File: config.mk
export PLATFORM = sky130hd
export DESIGN_NAME = cie_channel_exit
export DESIGN_NICKNAME = d
export VERILOG_FILES = /design/src/rtl/cie_channel_exit.v
export VERILOG_INCLUDE_DIRS = /design/src /design/src/inc
export SDC_FILE = /design/constraint.sdc
export NUM_CORES = 1
export LEC_CHECK = 0
export ABC_AREA = 1
export BUFFER_PORTS_ARGS = -buffer_cell sky130_fd_sc_hd__buf_4
export CORE_UTILIZATION = 56
export DETAILED_ROUTE_END_ITERATION = 8
export PLACE_DENSITY = 0.81
export RECOVER_POWER = 50
export SLEW_MARGIN = 15
export SYNTH_ARGS = -nofsm -noshare
export SYNTH_HDL_FRONTEND = slang
export SYNTH_SLANG_ARGS = --single-unit
File: constraint.sdc
create_clock -name mclk -period 2.5 [get_ports mclk]
set_clock_uncertainty 0.15 [all_clocks]
set_input_delay 0.5 -clock mclk [delete_from_list [all_inputs] [get_ports mclk]]
set_output_delay 0.5 -clock mclk [all_outputs]
set_load 0.03 [all_outputs]
File: src/inc/cie_consts.vh
// named constants for the channel interrupt-exit and check block
`ifndef CIE_CONSTS_VH
`define CIE_CONSTS_VH

// avalon register byte offsets
`define CIE_OFS_CTRL 5'h00
`define CIE_OFS_START 5'h04
`define CIE_OFS_STATUS 5'h08
`define CIE_OFS_COUNT 5'h0c
`define CIE_OFS_MODE 5'h10
`define CIE_CTRL_RUN 0
`define CIE_STAT_ATTN 2

// preset interrupt locations (octal 42 and 43)
`define CIE_INT_LOC1 15'h0022
`define CIE_INT_LOC2 15'h0023

// machine-cycle times
`define CIE_T_RST 4'h2
`define CIE_T_LOAD 4'h7
`define CIE_T_CCRST 4'ha
`define CIE_T_LAST 4'hb

// storage-bus field positions (position p sits at index 35-p)
`define CIE_OP_HI 35
`define CIE_OP_LO 32
`define CIE_POS19 16
`define CIE_POS18 17
`define CIE_WC_HI 31
`define CIE_WC_LO 18
`define CIE_ADR_HI 14
`define CIE_ADR_LO 0
`define CIE_MCR_HI 6

// opcodes: {positions S,1,2,3, position 19}
`define CIE_OP_LIP 5'h02
`define CIE_OP_TDC 5'h04
`define CIE_OP_CTL 5'h08
`define CIE_OP_CONTROL_WRITE_CMD 5'h09
`define CIE_OP_CONTROL_READ_CMD 5'h0a
`define CIE_OP_SNS 5'h0b
`define CIE_OP_COPY_PROCEED_CMD 5'h0c
`define CIE_OP_COPY_DISCONNECT_CMD 5'h0e
`define CIE_OP_XFER 3'h4
`define CIE_OP_IFACE 3'h2
`define CIE_OP_COPY 3'h3
`define CIE_OP_ICC 5'h18
`define CIE_OP_SAR 5'h1a

`endif

File: src/rtl/cie_channel_exit.v
// channel interrupt exit, transfer, indirect addressing and check logic
//
// Implementation choices: the register addresses and the Avalon-MM interface to the registers.
`timescale 1ns/1ps
`default_nettype none
`include "cie_consts.vh"

// Summary of operation
// RL1 - interrupt stores command counter at location 42
// RL2 - leave counter cycle clears non-attention checks
// RL3 - leave command cycle clears interrupt, starts step one
// RL4 - step one forces preset location onto address
// RL5 - fetch reloads registers, sets step two at 7
// RL6 - step two suppresses operation decoding
// RL7 - closing command cycle transfers to address counter
// RL8 - pending attention held for one further command
// RL9 - leave-and-jump clears non-attention checks, acts as transfer
// RL10 - multiplexor decodes transfer, retains priority
// RL11 - transfer blocks loads, reloads command counter
// RL12 - bit 18 requests immediate indirect fetch
// RL13 - indirect fetch reloads only address counter
// RL14 - counter cycle waits for indirect fetch end
// RL15 - zero insert-count copies mode register to assembly
// RL16 - write: unrefilled data register sets data check
// RL17 - read: full word moves to data register
// RL18 - read demand finds unstored word, sets check
// RL19 - checks interrupt, blocked inside interrupt program
// RL20 - control commands free, copies only with data
// RL21 - sense needs copies, sequences end with disconnect
// RL22 - transfers between copy-proceeds raise no check
// RL23 - sequence check interrupts and blocks further checks
module cie_channel_exit #(
  parameter AW = 5
) (
  input wire mclk,
  input wire rstn,
  input wire [AW-1:0] avs_address,
  input wire avs_read,
  input wire avs_write,
  input wire [31:0] avs_writedata,
  input wire [3:0] avs_byteenable,
  output reg [31:0] avs_readdata,
  output wire avs_waitrequest,
  output wire bcw_req,
  output wire bdw_req,
  input wire bcw_grant,
  input wire bdw_grant,
  input wire [35:0] sb_data,
  output reg [35:0] sb_wdata,
  output reg sb_we,
  input wire retain_pri,
  input wire [14:0] mux_addr,
  output reg [14:0] mar_out,
  output reg mar_drive,
  input wire adp_demand,
  input wire adp_word_taken,
  input wire adp_attention,
  input wire [35:0] adp_data,
  output reg [35:0] adp_wdata,
  output wire io_write,
  output wire io_read
);

  // one-hot cycle states
  localparam ST_IDLE = 7'h01;
  localparam ST_BCWQ = 7'h02;
  localparam ST_BDWQ = 7'h04;
  localparam ST_BCW = 7'h08;
  localparam ST_BDW = 7'h10;
  localparam ST_CCC = 7'h20;
  localparam ST_CMD = 7'h40;

  reg [6:0] state_reg;
  reg [3:0] tcnt_reg;
  reg [14:0] cc_reg;
  reg [14:0] ac_reg;
  reg [13:0] wc_reg;
  reg [4:0] op_reg;
  reg [35:0] dr_reg;
  reg dr_loaded_reg;
  reg intr_reg;
  reg step1_reg;
  reg step2_reg;
  reg int1_reg;
  reg int2_reg;
  reg tch_reg;
  reg ind_reg;
  reg sar_reg;
  reg io_chk_reg;
  reg seq_chk_reg;
  reg attn_reg;
  reg attn_hold_reg;
  reg prep_reg;
  reg after_cs_reg;
  reg prev_if_reg;
  reg wr_mode_reg;
  reg rd_mode_reg;
  reg run_reg;
  reg ack_reg;
  reg [6:0] mcr_reg;
  reg [2:0] meta_reg;
  reg [2:0] sync_reg;
  reg [2:0] last_reg;
  reg [35:0] data_meta_reg;
  reg [35:0] data_sync_reg;

  wire bus_req = avs_read | avs_write;
  wire bus_wr = avs_write & ack_reg & avs_byteenable[0]; // writes land at the answer edge
  wire start_pulse = bus_wr & (avs_address == `CIE_OFS_START);
  wire attn_clr = bus_wr & (avs_address == `CIE_OFS_STATUS) &
    avs_writedata[`CIE_STAT_ATTN];
  wire [4:0] sb_op = {sb_data[`CIE_OP_HI:`CIE_OP_LO], sb_data[`CIE_POS19]};
  wire chk_gate = ~intr_reg;
  wire demand_rise = sync_reg[0] & ~last_reg[0];
  wire taken_rise = sync_reg[1] & ~last_reg[1];
  wire attn_rise = sync_reg[2] & ~last_reg[2];
  wire is_if = (op_reg[4:2] == `CIE_OP_IFACE);
  wire is_copy = (op_reg[4:2] == `CIE_OP_COPY);
  wire decode_ok = ~step2_reg & ~step1_reg;
  wire at_last = (tcnt_reg == `CIE_T_LAST);
  wire sb_xfer = (sb_op[4:2] == `CIE_OP_XFER);
  wire data_need = (rd_mode_reg & dr_loaded_reg) | (wr_mode_reg & ~dr_loaded_reg);
  wire int_pend = io_chk_reg | seq_chk_reg | (attn_reg & ~attn_hold_reg);
  wire seq_err = (is_copy & ~prep_reg) | (is_if & prev_if_reg) |
    (after_cs_reg & ~is_copy & (op_reg != `CIE_OP_TDC));

  assign avs_waitrequest = bus_req & ~ack_reg;
  assign bcw_req = state_reg[1];
  assign bdw_req = state_reg[2];
  assign io_write = wr_mode_reg;
  assign io_read = rd_mode_reg;

  // bus slave: one wait cycle, read data registered for the answer edge
  always @(posedge mclk or negedge rstn) begin
    if (!rstn) begin
      ack_reg <= 1'b0;
      avs_readdata <= 32'h0000_0000;
      run_reg <= 1'b0;
      mcr_reg <= 7'h00;
    end else begin
      ack_reg <= bus_req & ~ack_reg;
      if (avs_read & ~ack_reg) begin
        case (avs_address)
          `CIE_OFS_CTRL: avs_readdata <= {31'h0000_0000, run_reg};
          `CIE_OFS_STATUS: avs_readdata <= {10'h000, state_reg, op_reg, wr_mode_reg,
            rd_mode_reg, step2_reg, step1_reg, intr_reg, attn_hold_reg, dr_loaded_reg,
            attn_reg, seq_chk_reg, io_chk_reg};
          `CIE_OFS_COUNT: avs_readdata <= {1'b0, ac_reg, 1'b0, cc_reg};
          `CIE_OFS_MODE: avs_readdata <= {25'h000_0000, mcr_reg};
          default: avs_readdata <= 32'h0000_0000;
        endcase
      end
      if (bus_wr & (avs_address == `CIE_OFS_CTRL)) begin
        run_reg <= avs_writedata[`CIE_CTRL_RUN];
      end
      if (start_pulse) begin
        run_reg <= 1'b1;
      end
      if (bus_wr & (avs_address == `CIE_OFS_MODE)) begin
        mcr_reg <= avs_writedata[`CIE_MCR_HI:0];
      end
    end
  end

  // adapter pins pass two flops before anything looks at them
  always @(posedge mclk or negedge rstn) begin
    if (!rstn) begin
      meta_reg <= 3'h0;
      sync_reg <= 3'h0;
      last_reg <= 3'h0;
      data_meta_reg <= 36'h0_0000_0000;
      data_sync_reg <= 36'h0_0000_0000;
    end else begin
      meta_reg <= {adp_attention, adp_word_taken, adp_demand};
      sync_reg <= meta_reg;
      last_reg <= sync_reg;
      data_meta_reg <= adp_data;
      data_sync_reg <= data_meta_reg;
    end
  end

  // address presented for the requested storage cycle
  always @* begin
    mar_drive = 1'b0;
    mar_out = cc_reg;
    if (state_reg[1] | state_reg[3]) begin
      mar_drive = ~retain_pri; // remote required blocks counter gating, see RL10
      if (step1_reg) begin
        mar_out = `CIE_INT_LOC1; // see RL4
      end else if (int2_reg) begin
        mar_out = `CIE_INT_LOC2;
      end
    end else if (state_reg[2] | state_reg[4]) begin
      mar_drive = 1'b1;
      mar_out = int1_reg ? `CIE_INT_LOC1 : ac_reg; // see RL1
    end
  end

  // cycle sequencer, counters, command execution and check triggers
  always @(posedge mclk or negedge rstn) begin
    if (!rstn) begin
      state_reg <= ST_IDLE;
      tcnt_reg <= 4'h0;
      cc_reg <= 15'h0000;
      ac_reg <= 15'h0000;
      wc_reg <= 14'h0000;
      op_reg <= 5'h00;
      dr_reg <= 36'h0_0000_0000;
      dr_loaded_reg <= 1'b0;
      adp_wdata <= 36'h0_0000_0000;
      sb_wdata <= 36'h0_0000_0000;
      sb_we <= 1'b0;
      intr_reg <= 1'b0;
      step1_reg <= 1'b0;
      step2_reg <= 1'b0;
      int1_reg <= 1'b0;
      int2_reg <= 1'b0;
      tch_reg <= 1'b0;
      ind_reg <= 1'b0;
      sar_reg <= 1'b0;
      io_chk_reg <= 1'b0;
      seq_chk_reg <= 1'b0;
      attn_reg <= 1'b0;
      attn_hold_reg <= 1'b0;
      prep_reg <= 1'b0;
      after_cs_reg <= 1'b0;
      prev_if_reg <= 1'b0;
      wr_mode_reg <= 1'b0;
      rd_mode_reg <= 1'b0;
    end else begin
      sb_we <= 1'b0;
      tcnt_reg <= tcnt_reg + 4'h1;
      case (state_reg)
        ST_IDLE: begin
          tcnt_reg <= 4'h0;
          if (start_pulse) begin
            cc_reg <= avs_writedata[`CIE_ADR_HI:`CIE_ADR_LO];
            state_reg <= ST_BCWQ;
          end else if (run_reg & data_need) begin
            state_reg <= ST_BDWQ;
          end
        end
        ST_BCWQ: begin
          tcnt_reg <= 4'h0;
          if (bcw_grant) begin
            state_reg <= ST_BCW;
          end
        end
        ST_BDWQ: begin
          tcnt_reg <= 4'h0;
          if (bdw_grant) begin
            state_reg <= ST_BDW;
          end
        end
        ST_BCW: begin
          if (tcnt_reg == `CIE_T_RST) begin
            int2_reg <= 1'b0;
            ac_reg <= 15'h0000;
            // transfer and leave-and-jump are seen by the same decode, see RL11
            if (decode_ok & ~ind_reg & sb_xfer) begin
              tch_reg <= 1'b1;
              if (sb_data[`CIE_POS19]) begin
                intr_reg <= 1'b0; // see RL9
                io_chk_reg <= 1'b0;
                seq_chk_reg <= 1'b0;
                attn_hold_reg <= 1'b1; // see RL8
              end
            end else if (~ind_reg) begin
              op_reg <= 5'h00;
              wc_reg <= 14'h0000;
            end
          end
          if (tcnt_reg == `CIE_T_LOAD) begin
            ac_reg <= sb_data[`CIE_ADR_HI:`CIE_ADR_LO];
            // indirect fetch keeps the first operation and count, see RL13
            if (~tch_reg & ~ind_reg) begin
              op_reg <= sb_op;
              wc_reg <= sb_data[`CIE_WC_HI:`CIE_WC_LO];
            end
            if (step1_reg) begin
              step2_reg <= 1'b1; // see RL5
            end
          end
          if (tch_reg & (tcnt_reg == `CIE_T_CCRST)) begin
            cc_reg <= 15'h0000; // see RL11
          end
          if (at_last) begin
            if (tch_reg) begin
              tch_reg <= 1'b0;
              cc_reg <= mux_addr; // see RL11
              state_reg <= ST_BCWQ; // retained priority fetch at the target
            end else if (decode_ok & ~ind_reg & sb_data[`CIE_POS18]) begin
              ind_reg <= 1'b1; // see RL12
              state_reg <= ST_BCWQ;
            end else begin
              ind_reg <= 1'b0;
              state_reg <= ST_CCC; // counter cycle once no transfer or indirect fetch is pending, see RL14
            end
          end
        end
        ST_CCC: begin
          if (at_last) begin
            cc_reg <= cc_reg + 15'h0001;
            if (decode_ok & (op_reg == `CIE_OP_LIP)) begin
              io_chk_reg <= 1'b0; // attentions survive, see RL2
              seq_chk_reg <= 1'b0;
            end
            state_reg <= ST_CMD;
          end
        end
        ST_CMD: begin
          if (at_last) begin
            if (attn_hold_reg) begin
              attn_hold_reg <= 1'b0; // one command has now run, see RL8
            end
            if (step2_reg) begin
              step1_reg <= 1'b0; // see RL7
              step2_reg <= 1'b0;
              cc_reg <= ac_reg; // see RL7
              attn_hold_reg <= 1'b1; // see RL8
            end else begin
              // decoding is suppressed while step two is active, see RL6
              case (op_reg)
                `CIE_OP_LIP: begin
                  intr_reg <= 1'b0; // see RL3
                  step1_reg <= 1'b1;
                end
                `CIE_OP_TDC: begin
                  if (wc_reg != 14'h0000) begin
                    wc_reg <= wc_reg - 14'h0001;
                    cc_reg <= ac_reg;
                  end
                end
                `CIE_OP_ICC: begin
                  if (wc_reg == 14'h0000) begin
                    adp_wdata[`CIE_MCR_HI:0] <= mcr_reg; // see RL15
                  end
                end
                `CIE_OP_SAR: begin
                  sar_reg <= 1'b1; // see RL15
                end
                `CIE_OP_CONTROL_WRITE_CMD: begin
                  rd_mode_reg <= 1'b0;
                  wr_mode_reg <= 1'b0;
                end
                `CIE_OP_CONTROL_READ_CMD: begin
                  rd_mode_reg <= 1'b0;
                  wr_mode_reg <= 1'b0;
                end
                `CIE_OP_COPY_PROCEED_CMD: begin
                  wr_mode_reg <= wr_mode_reg | (~rd_mode_reg & prep_reg);
                end
                `CIE_OP_COPY_DISCONNECT_CMD: begin
                  wr_mode_reg <= 1'b0;
                  rd_mode_reg <= 1'b0;
                end
                default: begin
                  wc_reg <= wc_reg;
                end
              endcase
              // command order tracking; transfers between copies pass, see RL22
              prev_if_reg <= is_if & (op_reg != `CIE_OP_CTL);
              after_cs_reg <= (op_reg == `CIE_OP_COPY_PROCEED_CMD) | (op_reg == `CIE_OP_SNS) |
                (after_cs_reg & (op_reg == `CIE_OP_TDC));
              if ((op_reg == `CIE_OP_CONTROL_WRITE_CMD) | (op_reg == `CIE_OP_CONTROL_READ_CMD) |
                  (op_reg == `CIE_OP_SNS)) begin
                prep_reg <= 1'b1;
              end else if (~is_copy & (op_reg != `CIE_OP_TDC)) begin
                prep_reg <= 1'b0;
              end else if (op_reg == `CIE_OP_COPY_DISCONNECT_CMD) begin
                prep_reg <= 1'b0;
              end
              if (seq_err & chk_gate) begin
                seq_chk_reg <= 1'b1; // see RL23
              end
            end
            // pending checks, and an order error found now, go to the store, see RL19, RL23
            if (~step2_reg & chk_gate & (int_pend | seq_err) & (op_reg != `CIE_OP_LIP)) begin
              int1_reg <= 1'b1;
              state_reg <= ST_BDWQ;
            end else if (~step2_reg & (op_reg == `CIE_OP_SAR)) begin
              state_reg <= ST_BDWQ;
            end else if (run_reg | step1_reg) begin
              state_reg <= data_need ? ST_BDWQ : ST_BCWQ; // see RL3
            end else begin
              state_reg <= ST_IDLE;
            end
          end
        end
        ST_BDW: begin
          if (tcnt_reg == `CIE_T_LOAD) begin
            if (int1_reg) begin
              sb_wdata <= {21'h00_0000, cc_reg}; // see RL1
              sb_we <= 1'b1;
            end else if (sar_reg) begin
              sb_wdata <= adp_wdata;
              sb_we <= 1'b1;
            end else if (rd_mode_reg & dr_loaded_reg) begin
              sb_wdata <= dr_reg; // stores the word, see RL17
              sb_we <= 1'b1;
              dr_loaded_reg <= 1'b0;
            end else if (wr_mode_reg & ~dr_loaded_reg) begin
              dr_reg <= sb_data;
              dr_loaded_reg <= 1'b1;
            end
          end
          if (at_last) begin
            if (int1_reg) begin
              int1_reg <= 1'b0;
              int2_reg <= 1'b1;
              intr_reg <= 1'b1;
            end
            sar_reg <= 1'b0;
            state_reg <= (run_reg | int1_reg) ? ST_BCWQ : ST_IDLE;
          end
        end
        default: begin
          state_reg <= ST_IDLE;
        end
      endcase
      // write: refill the assembly word; a stale data register is lost data
      if (wr_mode_reg & taken_rise) begin
        if (dr_loaded_reg) begin
          adp_wdata <= dr_reg;
          dr_loaded_reg <= 1'b0;
        end else if (chk_gate) begin
          io_chk_reg <= 1'b1; // see RL16
        end
      end
      // read: each demand edge replaces the data register word
      if (rd_mode_reg & demand_rise) begin
        dr_reg <= data_sync_reg; // see RL17
        dr_loaded_reg <= 1'b1;
        if (dr_loaded_reg & chk_gate) begin
          io_chk_reg <= 1'b1; // see RL18
        end
      end
      // read mode follows a prepared copy whose previous command was no interface command other than CTL
      if ((state_reg == ST_CMD) & at_last & ~step2_reg & (op_reg == `CIE_OP_COPY_PROCEED_CMD) &
          prep_reg & ~wr_mode_reg) begin
        rd_mode_reg <= rd_mode_reg | ~prev_if_reg;
      end
      // attention set wins over a software clear
      if (attn_clr) begin
        attn_reg <= 1'b0;
      end
      if (attn_rise & chk_gate) begin
        attn_reg <= 1'b1;
      end
    end
  end

endmodule
`default_nettype wire

# Word-level counts from Yosys, hierarchy flattened

Index checks and enable logic that the tools add are counted.

Register bits after elaboration: 309
Bits of input ports: 138
Output and inout port bits: 126
Word-level logic and storage cells: 370

Add/sub/neg operators: 3
Eq/ne operators: 58
Multiplexer cells: 148
Bitwise gates (word level): 79
Reductions and logical operators: 44

Operator list:

| cell                  | count |
|---|---|
| $mux 36               | 10 |
| $mux 15               | 16 |
| $mux 14               | 9 |
| $pmux 31 s4           | 1 |
| $mux 7                | 15 |
| $mux 1                | 72 |
| $pmux 15 s4           | 1 |
| $pmux 7 s7            | 1 |
| $and 1x1->1           | 45 |
| $ne 2x2->1 const B    | 21 |
| $eq 5x4->1 const B    | 7 |
| $pmux 14 s2           | 1 |
| $reduce_bool 2->1     | 14 |
| $mux 5                | 5 |
| $reduce_and 4->1      | 6 |
| $reduce_and 9->1      | 2 |
| $not 1->1             | 17 |
| $or 1x1->1            | 17 |
| $add 15x1->15 const B | 1 |
| $eq 5x5->1 const B    | 3 |
| $reduce_and 5->1      | 3 |
| $logic_not 14->1      | 1 |
| $pmux 1 s2            | 7 |
| $reduce_bool 14->1    | 1 |
| 34 further kinds      | 56 |

# Depth between registers and ports, before layout

Depth in word-level cells: 12
Gate-level depth with buffers: 13
Mapped depth without buffers: 12

# Worst setup path after synthesis

Ideal clock, no wire load.

Path type: register -> output
Start point: register state_reg[1]
End point: output port mar_out[10]
Arrival: 2,087 ps
Required time: 1,850 ps
Slack: -237 ps
Stages on the path, launching flop included: 7
Buffers on the path: 1
Cells stage by stage: dfrtp_1 > nor2_1 > inv_1 > nor2_1 > inv_1 > buf_2 > a211oi_1

Word-level cells in the longest chain between the ends: 2

Ends and longest elaborated chain:

| item                   | RTL line               | RTL |
|---|---|---|
| from (decl)            | cie_channel_exit.v:73  | `reg [6:0] state_reg;` |
| from (signal assigned) | cie_channel_exit.v:384 | `state_reg <= data_need ? ST_BDWQ : ST_BCWQ;` |
| from (signal assigned) | cie_channel_exit.v:414 | `state_reg <= (run_reg \| int1_reg) ? ST_BCWQ : ST_IDLE;` |
| $or 1x1->1             | cie_channel_exit.v:186 | `if (state_reg[1] \| state_reg[3]) begin` |
| $mux 15                | cie_channel_exit.v:186 |  |
| to (decl)              | cie_channel_exit.v:53  | `output reg [14:0] mar_out,` |

No other way between the ends.

# Worst setup path after layout

Start point: register state_reg[3]
End point: output port mar_out[4]

Same word-level chain as after synthesis.

==> results.cfg <==
[logic_synthesis]
async_flop_share_pct = 100.0
synth_area_leaders = dfrtp_1 (53%), nand2_1 (14%), o21ai_0 (6.7%)
synth.distinct_cells = 42
syn_avg_cell_area_sq_um = 8.124
synth_edf_count = 0
yosysSeqAreaShare_pct = 53.22
syn_area_sq_um = 14490
ys.flop_type = dfrtp_1
synth_top_area_share_pct = 53.04
synth-seq-cells = 308
yosysWarnings = 0
syn_nets = 1926
synth_largest_area_cell = dfrtp_1
synthCells = 1783

[place]
hpwl_microns = 34900
post-place-ws_ns = 0.1243
io_buffers = 242
gp_congestion = 0.9691
placed_cells = 2336

[worst_setup_path]
endpoint = mar_out[4]
cp.arrival_ns = 2.02
end_kind = primary output
critical_path_class = register to primary output
crit_path_start = state_reg[3]
reg2regPathDepth = 12
timing.rr.end = cc_reg[0]
r2r_setup_slack_ns = 0.12
critPathLaunchType = register
worst-path-max-fanout = 13
rr_startpoint = state_reg[4]
crit_required_ns = 1.85

[grt]
grt_usage_pct = 37.68
grt-ovfl-total = 0
grt_pass1_wl_microns = 76380
antenna_found_initial = 1
grt_pass1_vias = 14126
grt_max_degree = 72

[sta]
relSlewSlack_pct = 29.58
slew_viol_final = 0
hold_violations = 0
fin_crit_sh_pct = 106.9
rsz0062_at_grt = true
clock.fmax_mhz = 374.3
hold_ws_ns = 0.01031
setup_slack_ns = -0.1716
setup_viol = 15
worstMarginPinSlew_ns = 1.056
period_needed_ns = 2.672

[clocking]
clock_sinks = 308
clock_latency_ns = 0.57
cts_root_buf = clkbuf_16
cts_tree = built
clockBufferDepth = 3
htree_levels = 1
path_clk_slew_ns = 0.06
cts_made_buffers = 31

[layout]
drive_above_1_share_pct = 21.42
final_common_cell = nand2_1
final_cell_mix = nand2_1 (536), dfrtp_1 (305), buf_4 (259), o21ai_0 (189), inv_1 (148)
syn2layout_area_growth_pct = 29.79
final_cell_count_no_fill = 2450
antennaDiodeCount = 0
fin_nets = 2238

[power]
p_clk_share_pct = 34.3
p_sw_share_pct = 33.06
p_leak_uw = 0.009309
power.internal_uw = 9695
seqPwrFrac_pct = 39.4
finalPower_uw = 14480
ir_drop_uv = 778.8
power_density_nw_per_um2 = 770.3
power_frac_comb_pct = 26.3
p_sw_uw = 4788

[die]
start_util_pct = 57.36
die_area_sq_um = 26510
die_x_microns = 162.8
core_sq_um = 25250
num_rows = 58
io_pins = 264
die_y_microns = 162.8

[routing]
wire_per_inst_microns = 20.22
drt_drc_violations_left = 0
wirelength_microns = 49530
ant_nets = 0
post_drt_via_cell_ratio = 5.854
num_vias = 14343
drtPass1Iterations = 6
drtIter0Drc = 1570

[hold_path]
hold_class = primary input to register

[job]
maxCapViolCount = 0

[status]
violations = setup timing
outcome = finished with violations
## layer usage
| layer | track usage, % | up-vias | wire, microns | share of wire (%) |
|---|---|---|---|---|
| met2 | 63.73 | 770 | 24160 | 49 |
| met5 | 0 | - | 0 | 0 |
| met4 | 19.67 | 0 | 2971 | 6.0 |
| met3 | 5.449 | 193 | 4198 | 8.5 |
| li1 | - | 6484 | - | - |
| met1 | 46.99 | 6896 | 18200 | 37 |
## area by class of cell
cell class	count	area, sq um
flip-flops and latches	308	7711
fillers	1836	6454
multi-input cells	1228	6018
repair buffers	362	2925
clock buffers	46	932.1
inverters	164	626.9
well taps	330	412.9
clock inverters	12	173.9
## power groups by stage
stage                     clock [uW]  combinational (uW)  sequential, uW
final                           4970                3810            5700
after global routing            5170                4050            5730
after CTS                       4980                3740            5680
after detailed placement           0                3220            5770
after global placement             0                3170            5760
after floorplan                    0                1880            5660
## metrics by stage
step,area [sq um],utilization [%],TNS (ns)
6_report,18800,74.45,-2.114
5_1_grt,18800,74.45,-2.413
4_1_cts,18790,74.39,-2.057
3_5_place_dp,16920,66.99,0
3_3_place_gp,16920,66.99,0
2_1_floorplan,14490,-,-2.813
## timing repair
| item | CTS | global route |
|---|---|---|
| gates cloned | 2 | 0 |
| pin swaps | 12 | 7 |
| setup buffers | 7 | 9 |
| endpoints found under the setup margin | 16 | 21 |
| endpoints found under the hold margin | 102 | 0 |
| gates resized for setup | 63 | 13 |
| hold buffers | 40 | 0 |
## Yosys cell counts, types with 2 or more instances
library cell	count
nand2_1	536
nand4_1	26
o21ai_1	9
mux2_2	6
nand3_2	2
buf_2	15
a21oi_1	74
inv_1	152
o21ai_0	194
a32o_1	3
buf_4	9
and3_1	2
buf_1	3
a211oi_1	11
inv_2	9
buf_6	3
dfrtp_1	307
clkinv_1	2
xor2_1	4
o31ai_1	13
nor2_4	6
o22ai_1	17
nand2_2	5
nor2_1	120
o211ai_1	46
clkbuf_1	53
nor3_1	7
ha_1	5
nand3_1	126
nor2_2	6
## worst max-delay path, cell delays in order, from the launching register on
cell and delay, ns:
dfrtp_1 0.41, nor2_4 0.17, inv_2 0.07, nor2_4 0.13, inv_4 0.07, buf_12 0.16, a211oi_4 0.26, buf_6 0.17
## kinds of logic after synthesis
group / share of synthesized area [%]
other cells: 0.02589
simple gates: 24.30
flops: 53.22
xor+xnor: 0.3023
buf+inv: 6.936
fa+ha+maj: 0.4319
compound gates: 14.32
mux: 0.4664
## worst min path at each step
stage,startpoint,end,slack [ns],depth (start not counted)
2_1_floorplan,rstn,ac_reg[0],0.05,0
3_3_place_gp,data_meta_reg[19],data_sync_reg[19],0.18,0
3_5_place_dp,data_meta_reg[21],data_sync_reg[21],0.18,0
4_1_cts,sb_data[2],ac_reg[2],0.01,3
5_1_grt,sb_data[11],ac_reg[11],0.03,3
6_report,sb_data[2],ac_reg[2],0.01,3
Power figures use the tool's default switching activity.
